<file path="config.mk">
export PLATFORM = sky130hd
export DESIGN_NAME = evt_alarm_combiner
export DESIGN_NICKNAME = d
export VERILOG_FILES = /design/src/rtl/evt_comb_pkg.sv /design/src/rtl/evt_delay_unit.sv /design/src/rtl/evt_alarm_combiner.sv
export SDC_FILE = /design/constraint.sdc
export NUM_CORES = 1
export LEC_CHECK = 0
export BUFFER_PORTS_ARGS = -buffer_cell sky130_fd_sc_hd__buf_2
export CAP_MARGIN = 20
export CORE_AREA = 8 8 425 261
export CTS_BUF_LIST = sky130_fd_sc_hd__clkbuf_16
export CTS_CLUSTER_DIAMETER = 120
export DETAILED_ROUTE_END_ITERATION = 16
export DIE_AREA = 0 0 433 269
export SYNTH_ARGS = -nofsm -noshare
export SYNTH_HDL_FRONTEND = slang
export SYNTH_SLANG_ARGS = --single-unit
</file>
<file path="constraint.sdc">
create_clock -name i_sys_clk -period 5.6 [get_ports i_sys_clk]
set_input_delay 0.56 -clock i_sys_clk [delete_from_list [all_inputs] [get_ports i_sys_clk]]
set_output_delay 0.56 -clock i_sys_clk [all_outputs]
set_load 0.01 [all_outputs]
</file>
<file path="src/rtl/evt_comb_pkg.sv">
// Constants, types and register map of the internal event alarm combiner
package evt_comb_pkg;
   localparam int unsigned NUM_EVENTS       = 5;
   localparam int unsigned ADDR_W           = 8;
   localparam int unsigned DATA_W           = 16;
   localparam int unsigned DLY_W            = 14;
   localparam int unsigned ALARM_W          = 99;
   localparam int unsigned OPTYPE_W         = 6;
   // Time base derived from the system clock
   localparam int unsigned CLK_PERIOD_NS    = 40;
   localparam int unsigned BASE_TICK_NS     = 100_000_000;
   localparam int unsigned BASE_TICK_CYCLES = BASE_TICK_NS / CLK_PERIOD_NS;
   localparam logic [3:0]  TICKS_PER_SEC    = 4'h9;
   localparam logic [5:0]  SECS_PER_MIN     = 6'h3B;
   localparam logic [13:0] DLY_MAX          = 14'h270F;
   // Register map, one 16-bit register per word address
   localparam logic [4:0]  EVT_BLOCKS       = 5'h05;
   localparam logic [2:0]  OFS_CFG3         = 3'h0;
   localparam logic [2:0]  OFS_OPTYPE       = 3'h1;
   localparam logic [2:0]  OFS_THRESH       = 3'h2;
   localparam logic [2:0]  OFS_ON_DLY       = 3'h3;
   localparam logic [2:0]  OFS_OFF_DLY      = 3'h4;
   localparam logic [7:0]  ADDR_IRQ_STAT    = 8'h40;
   localparam logic [7:0]  ADDR_IRQ_MASK    = 8'h41;
   localparam logic [7:0]  ADDR_STATUS      = 8'h42;
   // Reset values
   localparam logic [15:0] CFG3_RST         = 16'h0000;
   localparam logic [5:0]  OPTYPE_RST       = 6'h00;
   localparam logic [15:0] THRESH_RST       = 16'h0000;
   localparam logic [13:0] DLY_RST          = 14'h0000;
   localparam logic [4:0]  MASK_RST         = 5'h00;
   // Digit positions inside the configuration word
   localparam int unsigned DIG_ALARM_LSB    = 0;
   localparam int unsigned DIG_SPECIAL_LSB  = 4;
   localparam int unsigned DIG_UNIT_LSB     = 8;
   localparam logic [3:0]  ALARM_MODE_MAX   = 4'h4;
   localparam logic [3:0]  SPECIAL_ON       = 4'h1;
   localparam logic [3:0]  UNIT_MAX         = 4'h2;
   // Operation type codes
   localparam logic [5:0]  OP_NONE          = 6'h00;
   localparam logic [5:0]  OP_ALARM_STATUS  = 6'h17;

   typedef enum logic [2:0] {
      CMB_NONE    = 3'h0,
      CMB_DIR_OR  = 3'h1,
      CMB_DIR_AND = 3'h2,
      CMB_INV_OR  = 3'h3,
      CMB_INV_AND = 3'h4
   } comb_mode_t;

   typedef enum logic [1:0] {
      UNIT_100MS = 2'h0,
      UNIT_1S    = 2'h1,
      UNIT_1MIN  = 2'h2
   } dly_unit_t;

   typedef enum logic [3:0] {
      DS_OFF      = 4'h1,
      DS_ON_WAIT  = 4'h2,
      DS_ON       = 4'h4,
      DS_OFF_WAIT = 4'h8
   } dly_state_t;

   typedef struct packed {
      comb_mode_t mode;
      logic       special_off;
      dly_unit_t  unit;
   } evt_cfg_t;

   typedef struct packed {
      logic [13:0] on_dly;
      logic [13:0] off_dly;
      dly_unit_t   unit;
   } dly_cfg_t;

   typedef struct packed {
      logic t100ms;
      logic t1s;
      logic t1min;
   } tick_t;
endpackage : evt_comb_pkg

</file>
<file path="src/rtl/evt_delay_unit.sv">
// ON/OFF delay timer for one internal event
`timescale 1ns/1ps
module evt_delay_unit (
   input  wire logic                   i_sys_clk,
   input  wire logic                   i_reset_n,
   input  wire logic                   i_level,
   input  wire evt_comb_pkg::dly_cfg_t i_cfg,
   input  wire evt_comb_pkg::tick_t    i_tick,
   output logic                        o_level
);
   evt_comb_pkg::dly_state_t state_r;
   logic [13:0]              cnt_r;
   logic                     unit_tick;

   always_comb begin
      case (i_cfg.unit)
         evt_comb_pkg::UNIT_1S:   unit_tick = i_tick.t1s;
         evt_comb_pkg::UNIT_1MIN: unit_tick = i_tick.t1min;
         default:                 unit_tick = i_tick.t100ms;
      endcase
   end

   // Glitches shorter than the delay are swallowed: a reversal during a wait returns to the old level
   always_ff @(posedge i_sys_clk or negedge i_reset_n) begin
      if (!i_reset_n) begin
         state_r <= evt_comb_pkg::DS_OFF;
         cnt_r   <= 14'h0000;
      end else begin
         case (state_r)
            evt_comb_pkg::DS_OFF: begin
               cnt_r <= 14'h0000;
               if (i_level) begin
                  state_r <= (i_cfg.on_dly == 14'h0000) ? evt_comb_pkg::DS_ON : evt_comb_pkg::DS_ON_WAIT;
               end
            end
            evt_comb_pkg::DS_ON_WAIT: begin
               if (!i_level) begin
                  state_r <= evt_comb_pkg::DS_OFF;
               end else if (cnt_r >= i_cfg.on_dly) begin
                  state_r <= evt_comb_pkg::DS_ON;
               end else if (unit_tick) begin
                  cnt_r <= cnt_r + 14'h0001;
               end
            end
            evt_comb_pkg::DS_ON: begin
               cnt_r <= 14'h0000;
               if (!i_level) begin
                  state_r <= (i_cfg.off_dly == 14'h0000) ? evt_comb_pkg::DS_OFF : evt_comb_pkg::DS_OFF_WAIT;
               end
            end
            evt_comb_pkg::DS_OFF_WAIT: begin
               if (i_level) begin
                  state_r <= evt_comb_pkg::DS_ON;
               end else if (cnt_r >= i_cfg.off_dly) begin
                  state_r <= evt_comb_pkg::DS_OFF;
               end else if (unit_tick) begin
                  cnt_r <= cnt_r + 14'h0001;
               end
            end
            default: begin
               state_r <= evt_comb_pkg::DS_OFF;
               cnt_r   <= 14'h0000;
            end
         endcase
      end
   end

   assign o_level = (state_r == evt_comb_pkg::DS_ON) || (state_r == evt_comb_pkg::DS_OFF_WAIT);
endmodule : evt_delay_unit

</file>
<file path="src/rtl/evt_alarm_combiner.sv">
// Alarm combining, special OFF and delay stage for five internal events
`timescale 1ns/1ps
module evt_alarm_combiner #(
   parameter int unsigned P_TICK_CYCLES = evt_comb_pkg::BASE_TICK_CYCLES
) (
   input  wire logic        i_sys_clk,
   input  wire logic        i_reset_n,
   input  wire logic [4:0]  i_raw_event,
   input  wire logic [98:0] i_numbered_alarm_condition,
   input  wire logic [7:0]  i_addr,
   input  wire logic [15:0] i_wr_data,
   input  wire logic        i_wr_en,
   input  wire logic        i_rd_en,
   output logic      [15:0] o_rd_data,
   output logic      [4:0]  o_event_status,
   output logic             o_alarm_present,
   output logic             o_irq
);
   localparam int unsigned PRE_W = $clog2(P_TICK_CYCLES + 1);
   localparam logic [PRE_W-1:0] PRE_LAST = PRE_W'(P_TICK_CYCLES - 1);

   logic [15:0]            cfg3_r      [5];
   logic [5:0]             optype_r    [5];
   logic [15:0]            thresh_r    [5];
   logic [13:0]            on_dly_r    [5];
   logic [13:0]            off_dly_r   [5];
   evt_comb_pkg::evt_cfg_t cfg         [5];
   logic [4:0]             pre_status;
   logic [4:0]             comb_status;
   logic [4:0]             delayed;
   logic [4:0]             forced_off;
   logic [4:0]             final_status;
   logic [4:0]             event_status_r;
   logic [4:0]             irq_stat_r;
   logic [4:0]             irq_mask_r;
   logic                   irq_r;
   logic                   alarm_present_r;
   logic [15:0]            rd_data_r;
   logic [15:0]            rd_value;
   logic [PRE_W-1:0]       pre_cnt_r;
   logic [3:0]             sec_cnt_r;
   logic [5:0]             min_cnt_r;
   evt_comb_pkg::tick_t    tick_r;
   logic                   evt_hit;
   logic [2:0]             evt_idx;

   assign evt_hit = (i_addr[7:3] < evt_comb_pkg::EVT_BLOCKS);
   assign evt_idx = i_addr[5:3];

   function automatic logic combine(evt_comb_pkg::comb_mode_t mode, logic pre, logic alarm);
      case (mode)
         evt_comb_pkg::CMB_DIR_OR:  combine = pre | alarm;
         evt_comb_pkg::CMB_DIR_AND: combine = pre & alarm;
         evt_comb_pkg::CMB_INV_OR:  combine = pre | ~alarm;
         evt_comb_pkg::CMB_INV_AND: combine = pre & ~alarm;
         default:                   combine = pre;
      endcase
   endfunction : combine

   // One flag for the whole bank of numbered alarms
   always_ff @(posedge i_sys_clk or negedge i_reset_n) begin
      if (!i_reset_n) begin
         alarm_present_r <= 1'b0;
      end else begin
         alarm_present_r <= |i_numbered_alarm_condition;
      end
   end

   // Time base chain: 0.1 s, then 1 s from ten of those, then 1 min from sixty seconds
   always_ff @(posedge i_sys_clk or negedge i_reset_n) begin
      if (!i_reset_n) begin
         pre_cnt_r <= '0;
         sec_cnt_r <= 4'h0;
         min_cnt_r <= 6'h00;
         tick_r    <= '0;
      end else begin
         tick_r <= '0;
         if (pre_cnt_r == PRE_LAST) begin
            pre_cnt_r     <= '0;
            tick_r.t100ms <= 1'b1;
            if (sec_cnt_r == evt_comb_pkg::TICKS_PER_SEC) begin
               sec_cnt_r  <= 4'h0;
               tick_r.t1s <= 1'b1;
               if (min_cnt_r == evt_comb_pkg::SECS_PER_MIN) begin
                  min_cnt_r    <= 6'h00;
                  tick_r.t1min <= 1'b1;
               end else begin
                  min_cnt_r <= min_cnt_r + 6'h01;
               end
            end else begin
               sec_cnt_r <= sec_cnt_r + 4'h1;
            end
         end else begin
            pre_cnt_r <= pre_cnt_r + PRE_W'(1);
         end
      end
   end

   genvar g;
   generate
      for (g = 0; g < evt_comb_pkg::NUM_EVENTS; g++) begin : g_evt
         logic [3:0]            dig_alarm;
         logic [3:0]            dig_special;
         logic [3:0]            dig_unit;
         logic                  enabled;
         logic                  hold_off;
         evt_comb_pkg::dly_cfg_t dcfg;

         always_ff @(posedge i_sys_clk or negedge i_reset_n) begin
            if (!i_reset_n) begin
               cfg3_r[g]    <= evt_comb_pkg::CFG3_RST;
               optype_r[g]  <= evt_comb_pkg::OPTYPE_RST;
               thresh_r[g]  <= evt_comb_pkg::THRESH_RST;
               on_dly_r[g]  <= evt_comb_pkg::DLY_RST;
               off_dly_r[g] <= evt_comb_pkg::DLY_RST;
            end else if (i_wr_en && evt_hit && evt_idx == 3'(g)) begin
               case (i_addr[2:0])
                  evt_comb_pkg::OFS_CFG3:   cfg3_r[g]   <= i_wr_data;
                  evt_comb_pkg::OFS_OPTYPE: optype_r[g] <= i_wr_data[5:0];
                  evt_comb_pkg::OFS_THRESH: thresh_r[g] <= i_wr_data;
                  evt_comb_pkg::OFS_ON_DLY: begin
                     on_dly_r[g] <= (i_wr_data > {2'h0, evt_comb_pkg::DLY_MAX}) ?
                                    evt_comb_pkg::DLY_MAX : i_wr_data[13:0];
                  end
                  evt_comb_pkg::OFS_OFF_DLY: begin
                     off_dly_r[g] <= (i_wr_data > {2'h0, evt_comb_pkg::DLY_MAX}) ?
                                     evt_comb_pkg::DLY_MAX : i_wr_data[13:0];
                  end
                  default: ;
               endcase
            end
         end

         assign dig_alarm   = cfg3_r[g][evt_comb_pkg::DIG_ALARM_LSB +: 4];
         assign dig_special = cfg3_r[g][evt_comb_pkg::DIG_SPECIAL_LSB +: 4];
         assign dig_unit    = cfg3_r[g][evt_comb_pkg::DIG_UNIT_LSB +: 4];

         // Illegal digits decode as zero so a bad write never yields an undefined mode
         always_comb begin
            cfg[g].mode = (dig_alarm <= evt_comb_pkg::ALARM_MODE_MAX) ?
                          evt_comb_pkg::comb_mode_t'(dig_alarm[2:0]) : evt_comb_pkg::CMB_NONE;
            cfg[g].special_off = (dig_special == evt_comb_pkg::SPECIAL_ON);
            cfg[g].unit = (dig_unit <= evt_comb_pkg::UNIT_MAX) ?
                          evt_comb_pkg::dly_unit_t'(dig_unit[1:0]) : evt_comb_pkg::UNIT_100MS;
         end

         assign enabled  = (optype_r[g] != evt_comb_pkg::OP_NONE);
         assign hold_off = cfg[g].special_off && (thresh_r[g] == 16'h0000);
         assign pre_status[g] = (optype_r[g] == evt_comb_pkg::OP_ALARM_STATUS) ?
                                alarm_present_r : i_raw_event[g];
         assign comb_status[g] = enabled && !hold_off &&
                                 combine(cfg[g].mode, pre_status[g], alarm_present_r);
         // Disable and special OFF bypass the OFF delay, so the event drops at once
         assign forced_off[g] = !enabled || hold_off;
         assign dcfg = '{on_dly: on_dly_r[g], off_dly: off_dly_r[g], unit: cfg[g].unit};

         evt_delay_unit u_delay (
            .i_sys_clk (i_sys_clk),
            .i_reset_n (i_reset_n),
            .i_level   (comb_status[g]),
            .i_cfg     (dcfg),
            .i_tick    (tick_r),
            .o_level   (delayed[g])
         );

      end
   endgenerate

   assign final_status = delayed & ~forced_off;

   // Event outputs and their rising-edge interrupts
   always_ff @(posedge i_sys_clk or negedge i_reset_n) begin
      if (!i_reset_n) begin
         event_status_r <= 5'h00;
      end else begin
         event_status_r <= final_status;
      end
   end

   // Set beats clear so a turn-ON in the clearing cycle is never lost
   always_ff @(posedge i_sys_clk or negedge i_reset_n) begin
      if (!i_reset_n) begin
         irq_stat_r <= 5'h00;
      end else begin
         irq_stat_r <= (irq_stat_r & ~((i_wr_en && i_addr == evt_comb_pkg::ADDR_IRQ_STAT) ?
                                       i_wr_data[4:0] : 5'h00)) | (final_status & ~event_status_r);
      end
   end

   always_ff @(posedge i_sys_clk or negedge i_reset_n) begin
      if (!i_reset_n) begin
         irq_mask_r <= evt_comb_pkg::MASK_RST;
      end else if (i_wr_en && i_addr == evt_comb_pkg::ADDR_IRQ_MASK) begin
         irq_mask_r <= i_wr_data[4:0];
      end
   end

   always_ff @(posedge i_sys_clk or negedge i_reset_n) begin
      if (!i_reset_n) begin
         irq_r <= 1'b0;
      end else begin
         irq_r <= |(irq_stat_r & irq_mask_r);
      end
   end

   // Hidden configuration reads back as zero while the event is disabled
   always_comb begin
      rd_value = 16'h0000;
      if (evt_hit) begin
         case (i_addr[2:0])
            evt_comb_pkg::OFS_CFG3: begin
               rd_value = (optype_r[evt_idx] == evt_comb_pkg::OP_NONE) ? 16'h0000 : cfg3_r[evt_idx];
            end
            evt_comb_pkg::OFS_OPTYPE:  rd_value = {10'h000, optype_r[evt_idx]};
            evt_comb_pkg::OFS_THRESH:  rd_value = thresh_r[evt_idx];
            evt_comb_pkg::OFS_ON_DLY:  rd_value = {2'h0, on_dly_r[evt_idx]};
            evt_comb_pkg::OFS_OFF_DLY: rd_value = {2'h0, off_dly_r[evt_idx]};
            default:                   rd_value = 16'h0000;
         endcase
      end else begin
         case (i_addr)
            evt_comb_pkg::ADDR_IRQ_STAT: rd_value = {11'h000, irq_stat_r};
            evt_comb_pkg::ADDR_IRQ_MASK: rd_value = {11'h000, irq_mask_r};
            evt_comb_pkg::ADDR_STATUS:   rd_value = {10'h000, alarm_present_r, event_status_r};
            default:                     rd_value = 16'h0000;
         endcase
      end
   end

   always_ff @(posedge i_sys_clk or negedge i_reset_n) begin
      if (!i_reset_n) begin
         rd_data_r <= 16'h0000;
      end else begin
         rd_data_r <= i_rd_en ? rd_value : 16'h0000;
      end
   end

   assign o_rd_data       = rd_data_r;
   assign o_event_status  = event_status_r;
   assign o_alarm_present = alarm_present_r;
   assign o_irq           = irq_r;
endmodule : evt_alarm_combiner

</file>
==> results_dict.tcl, run 1 <==
set metrics [dict create \
    die_w_um 433 \
    outcome "finished, final reports clean" \
    drc_errors 0 \
    ys.flop_type "dfrtp_1" \
    detail-route-antenna-nets 0 \
    r2r.worst_path.cells 7 \
    fin_ws_ns 1.88 \
    core_area_mm2 0.104 \
    final.setup.tns_ns 0 \
    via_per_inst 5.29 \
    dr.pass1.iters 6 \
    p_leak_nw 14.0 \
    maxCapViolCount 0 \
    r2r-start "o_alarm_present$_DFF_PN0_" \
    hold_class "in -> reg" \
    post-cts-setup-buffers 0 \
    drt-initial-drc-count 2680 \
    async_reset_ff_share_pct 100 \
    synthToLayoutAreaGrowth_pct 14.1 \
    cts.sinks 488 \
    worstHoldStart "i_numbered_alarm_condition[35]" \
    critPathKind "reg -> reg" \
    r2r_slack_ns 1.88 \
    timing.final.crit_period_ns 3.72 \
    cp-end-kind "flip-flop" \
    start_util_pct 26.8 \
    finalSetupViolCount 0 \
    ff_latch_area_mm2 0.0122 \
    syn-cell-area_mm2 0.0279 \
    syn_area_per_cell_um2 10.1 \
    io_pins 155 \
    vias 22900 \
    holdPathEnd "o_alarm_present$_DFF_PN0_" \
    netlist_instances 2764 \
    cts_tree "done" \
    synth_fp_nets 3053 \
    nets 3163 \
    dpl_worst_slack_ns 1.84 \
    h-tree-depth 2 \
    hold_viol 0 \
    wl_per_cell_um 22.0 \
    fillers 10700 \
    synth_cell_type_count 93 \
    final_max_slew_viol_count 0 \
    ys_warn_count 0 \
    seq_area_frac_synth_pct 43.8 \
    pwr_density_cell_mw_per_mm2 259 \
    crit_path_start_kind "flip-flop" \
    drive_gt1_share_pct 19.9 \
    ys_ff_latch 488 \
    cts_made_buffers 48 \
    portBuffers 154 \
    path_max_fanout 16 \
    skew_ns 0.0287 \
    cp.arrival_ns 4.23 \
    clockBufferDepth 3 \
    stdcell_area_mm2 0.0319 \
    clk_pin_slew_worst_paths_ns 0.07 \
    fin_crit_sh_pct 66.4 \
    antenna_found_initial 11 \
    fmax_mhz 269 \
    die_y_um 269 \
    irDropWorstVdd_mv 0.211 \
    die_area_mm2 0.116 \
    layout_common_cells "483 x dfrtp_1, 284 x nand2_1, 233 x o21ai_0" \
    rows 92 \
    grt_pass1_wl_mm 141 \
    final_common_cell "dfrtp_1" \
    clock-root-buffer "clkbuf_16" \
    multi_input_area_mm2 0.0145 \
    grt-ovfl-total 0 \
    grt_pass1_vias 21100 \
    place_congestion 0.975 \
    grt_max_degree 138 \
    required_ns 6.11 \
    placed_area_mm2 0.0302 \
    wirelength_mm 95.0 \
    holdPathStages 5 \
    worstMarginPinSlew_ns 1.23 \
    track_usage_pct 15.8 \
    clkLatencyLatePin_ns 0.61 \
    synth-edff-count 0 \
    regToRegEndpoint "g_evt[1].u_delay.cnt_r[3]$_DFFE_PN0P_" \
    hpwl_mm 72.4 \
    rsz0062_at_grt "no" \
    relSlewSlack_pct 17.7 \
    cts_resized 0 \
]
## how the worst max path moves through the flow
stage	from	end	slack, ns	depth (start not counted)
after floorplan	i_addr[3]	thresh_r[22]$_DFFE_PN0P_	2.75	9
after global placement	i_raw_event[3]	g_evt[3].u_delay.cnt_r[5]$_DFFE_PN0P_	1.87	8
after detailed placement	i_addr[4]	cfg3_r[25]$_DFFE_PN0P_	1.84	7
after CTS	o_alarm_present$_DFF_PN0_	g_evt[1].u_delay.cnt_r[3]$_DFFE_PN0P_	1.96	7
after global routing	o_alarm_present$_DFF_PN0_	g_evt[1].u_delay.cnt_r[3]$_DFFE_PN0P_	1.81	7
final	o_alarm_present$_DFF_PN0_	g_evt[1].u_delay.cnt_r[3]$_DFFE_PN0P_	1.88	7
## worst max-delay path: stages, from the launching register on
cell,delay [ns]
dfrtp_1,0.66
and2_1,0.28
o21ai_0,0.73
a41o_1,0.49
o2111ai_1,0.26
o31a_1,0.53
or4b_1,0.53
a21boi_1,0.14
## per-stage QoR
step	std cells	power (mW)	hold slack, ns	util, %
floorplan	2764	4.44	0.264	-
global placement	4228	4.87	0.472	29.0
detailed placement	4229	4.88	0.483	29.0
CTS	4319	8.27	0.278	30.5
global route	4324	8.56	0.307	30.6
finish	4330	8.24	0.278	30.6
## Yosys cell counts (22+ instances only)
library cell / number / share of area (%)
nor4_1: 81 / 1.8
nand2_1: 284 / 3.8
nor3_1: 34 / 0.61
o21ai_0: 235 / 4.2
a22oi_1: 48 / 1.3
o211ai_1: 23 / 0.62
and3_1: 36 / 0.81
inv_1: 181 / 2.4
a22o_1: 22 / 0.69
nor2_1: 169 / 2.3
a31oi_1: 24 / 0.54
nand3_1: 56 / 1.0
nand2b_1: 33 / 0.74
dfrtp_1: 483 / 43
a21oi_1: 96 / 1.7
mux4_2: 62 / 5.0
clkbuf_1: 82 / 1.1
a211oi_1: 30 / 0.81
xnor2_1: 29 / 0.91
ha_1: 157 / 7.0
nand4_1: 54 / 1.2
mux2_2: 196 / 7.9
## repair_timing
action / CTS / global route
hold endpoints to repair: 54 / 0
endpoints found under the setup margin: 0 / 0
hold buffers: 1 / 0
## metal layers
metal  track usage (%)  wire [um]
met2              19.6      34700
met3              7.62      13200
met4              2.83       1650
met1              24.1      45300
met5              1.64        246
## power by group
group	total (mW)	internal [mW]	leakage, nW	switching, mW
combinational	0.998	0.380	6.44	0.618
sequential	3.85	3.65	6.73	0.197
clock	3.39	1.85	0.805	1.55
## kinds of logic (layout without fill, tap and decap cells)
logic type | after synthesis | after routing | synth area share, %
and+or+nand+nor | 870 | 870 | 15.7
AOI/OAI and AO/OA | 631 | 631 | 14.6
DFF | 488 | 488 | 43.8
buffers and inverters | 305 | 454 | 4.27
muxes | 270 | 270 | 13.3
adders and majority gates | 157 | 157 | 7.04
xor gates and xnor gates | 43 | 43 | 1.35
other | 0 | 7 | 0
## area by class of cell
class	instances	area share (%)
multi-input combinational	1971	45.6
timing repair buffer	184	3.32
sequential	488	38.3
clock buffer	49	3.85
clock inverter	40	1.16
tap	1410	5.54
antenna	7	0.0550
inverter	181	2.13
## flip-flops by register name, indices dropped and copies added (netlist names), 6 cells and up
name and flops:
thresh_r 80, g_evt.u_delay.state_r 20, optype_r 30, o_rd_data 16
pre_cnt_r 22, g_evt.u_delay.cnt_r 70, cfg3_r 80, min_cnt_r 6
g_evt.dcfg 140
No activity file was read; power rests on OpenSTA's default activity.
==> run 2: changes to the inputs <==
- clock period: 5.6 -> 3.8 ns (I/O delays scaled with it)
==> run 2 against run 1 <==
  * Routed wire length up 1.2%
  * First-iteration DRC count up 13%
  * Cell area up 0.90%
  * Cell count up 0.92%
  * Sequential share of layout area down 0.34 points
  * Register-to-register slack worse by 1.6 ns
  * Global-route usage up 0.24 points
  * Critical path depth up 2
  * Clock-buffer cell count down 2
  * Via count up 1.7%
  * Clock skew up 0.00081 ns
  * Critical path type unchanged
==> results_dict.tcl, run 2 (synthesis results as in run 1) <==
set metrics [dict create \
    cpMaxStageDelayCell "o21ai_0" \
    dp.cells 4284 \
    relSlewSlack_pct 30.5 \
    portBuffers 154 \
    cp.arrival_ns 3.94 \
    grt-ovfl-total 0 \
    irDropWorstVdd_mv 0.327 \
    critPathKind "reg -> reg" \
    worst-path-buf-inv 1 \
    fin_crit_sh_pct 91.3 \
    layout_common_cells "483 x dfrtp_1, 284 x nand2_1, 235 x o21ai_0" \
    detail-route-antenna-nets 0 \
    vias 23300 \
    cts.sinks 488 \
    required_ns 4.27 \
    clock-root-buffer "clkbuf_16" \
    die_area_mm2 0.116 \
    dpl_worst_slack_ns 0.419 \
    post-cts-setup-buffers 0 \
    fin_cells 4370 \
    wirelength_mm 96.2 \
    crit_path_start_kind "flip-flop" \
    path_max_fanout 14 \
    power_mw 12.0 \
    final.setup.tns_ns 0 \
    pwr_density_cell_mw_per_mm2 372 \
    die_w_um 433 \
    stdcell_area_mm2 0.0321 \
    cts_tree "done" \
    clkLatencyLatePin_ns 0.61 \
    timing.final.crit_period_ns 3.47 \
    hpwl_mm 74.3 \
    place_congestion 0.978 \
    worst_hold_slack_ns 0.0975 \
    utilization_pct 30.9 \
    cts_made_buffers 46 \
    p_leak_nw 14.2 \
    final_common_cell "dfrtp_1" \
    fmax_mhz 288 \
    start_util_pct 26.8 \
    rsz0062_at_grt "no" \
    drive_gt1_share_pct 20.8 \
    track_usage_pct 16.1 \
    antenna_found_initial 7 \
    skew_ns 0.0296 \
    largest_reg_flops 140 \
    clockBufferDepth 3 \
    maxCapViolCount 0 \
    drt-initial-drc-count 3033 \
    worstMarginPinSlew_ns 1.04 \
    final_max_slew_viol_count 0 \
    drc_errors 0 \
    path_cells "nor4_1 > nand3_1 > o21ai_0 > a31o_2 > o311ai_0 > o31ai_2 > buf_4 > a31oi_1 > a41o_1" \
    grt_pass1_vias 21700 \
    fin_ws_ns 0.331 \
    wl_per_cell_um 22.0 \
    crit_family "compound AO/OA/AOI/OAI gates" \
    grt_pass1_wl_mm 144 \
    io_pins 155 \
    synthToLayoutAreaGrowth_pct 15.2 \
    core_area_mm2 0.104 \
    h-tree-depth 2 \
    crit_path_max_incr_delay_ns 0.61 \
    rows 92 \
    finalSetupViolCount 0 \
    outcome "finished, final reports clean" \
    grt_max_degree 102 \
    hold_viol 0 \
    die_y_um 269 \
    dr.pass1.iters 6 \
    clk_pin_slew_worst_paths_ns 0.07 \
    placed_area_mm2 0.0307 \
    cp-end-kind "flip-flop" \
    nets 3212 \
    via_per_inst 5.33 \
    hold_class "in -> reg" \
]
## run 2: path summary, 6_finish.rpt
check	end	from	slack, ns	depth (start not counted)
max	g_evt[3].u_delay.cnt_r[3]$_DFFE_PN0P_	thresh_r[27]$_DFFE_PN0P_	0.33	9
min	cfg3_r[66]$_DFFE_PN0P_	i_wr_data[2]	0.1	2
max reg2reg	g_evt[3].u_delay.cnt_r[3]$_DFFE_PN0P_	thresh_r[27]$_DFFE_PN0P_	0.33	9
min reg2reg	pre_cnt_r[0]$_DFF_PN0_	pre_cnt_r[0]$_DFF_PN0_	0.48	1
max in group asynchronous	g_evt[4].u_delay.state_r[0]$_DFFE_PN1P_	i_reset_n	2.31	3
min in group asynchronous	optype_r[26]$_DFFE_PN0P_	i_reset_n	0.38	2
## run 2: where the power goes
| part | switching, mW | internal [mW] |
|---|---|---|
| clock | 2.19 | 2.59 |
| sequential | 0.261 | 5.38 |
| combinational | 0.943 | 0.595 |
## run 2: worst reg2reg max path: cells and delay by family (launching register included)
| family | cells | cell delay [ns] |
|---|---|---|
| compound gates | 6 | 1.87 |
| simple gates | 2 | 0.83 |
| flops | 1 | 0.40 |
| buf+inv | 1 | 0.24 |
## run 2: what timing repair did
item / 4_1_cts / 5_1_grt
hold buffers: 1 / 0
resized for setup: 0 / 0
hold endpoints to repair: 90 / 0
## run 2: cell type report
class                      instances  area, um^2
fill                           10700       72000
multi-input combinational       1971       14500
sequential                       488       12200
tap                             1410        1760
timing repair buffer             235        1480
clock buffer                      47        1180
inverter                         181         679
clock inverter                    36         302
antenna                            2        5.00
## run 2: per-layer routing
layer / vias to the layer above / GRT usage (%) / part of all wire (%)
li1: 10500 / - / -
met1: 11600 / 25.2 / 48
met2: 1108 / 20.2 / 37
met3: 124 / 6.51 / 13
met4: 0 / 2.60 / 1.5
met5: - / 0 / 0
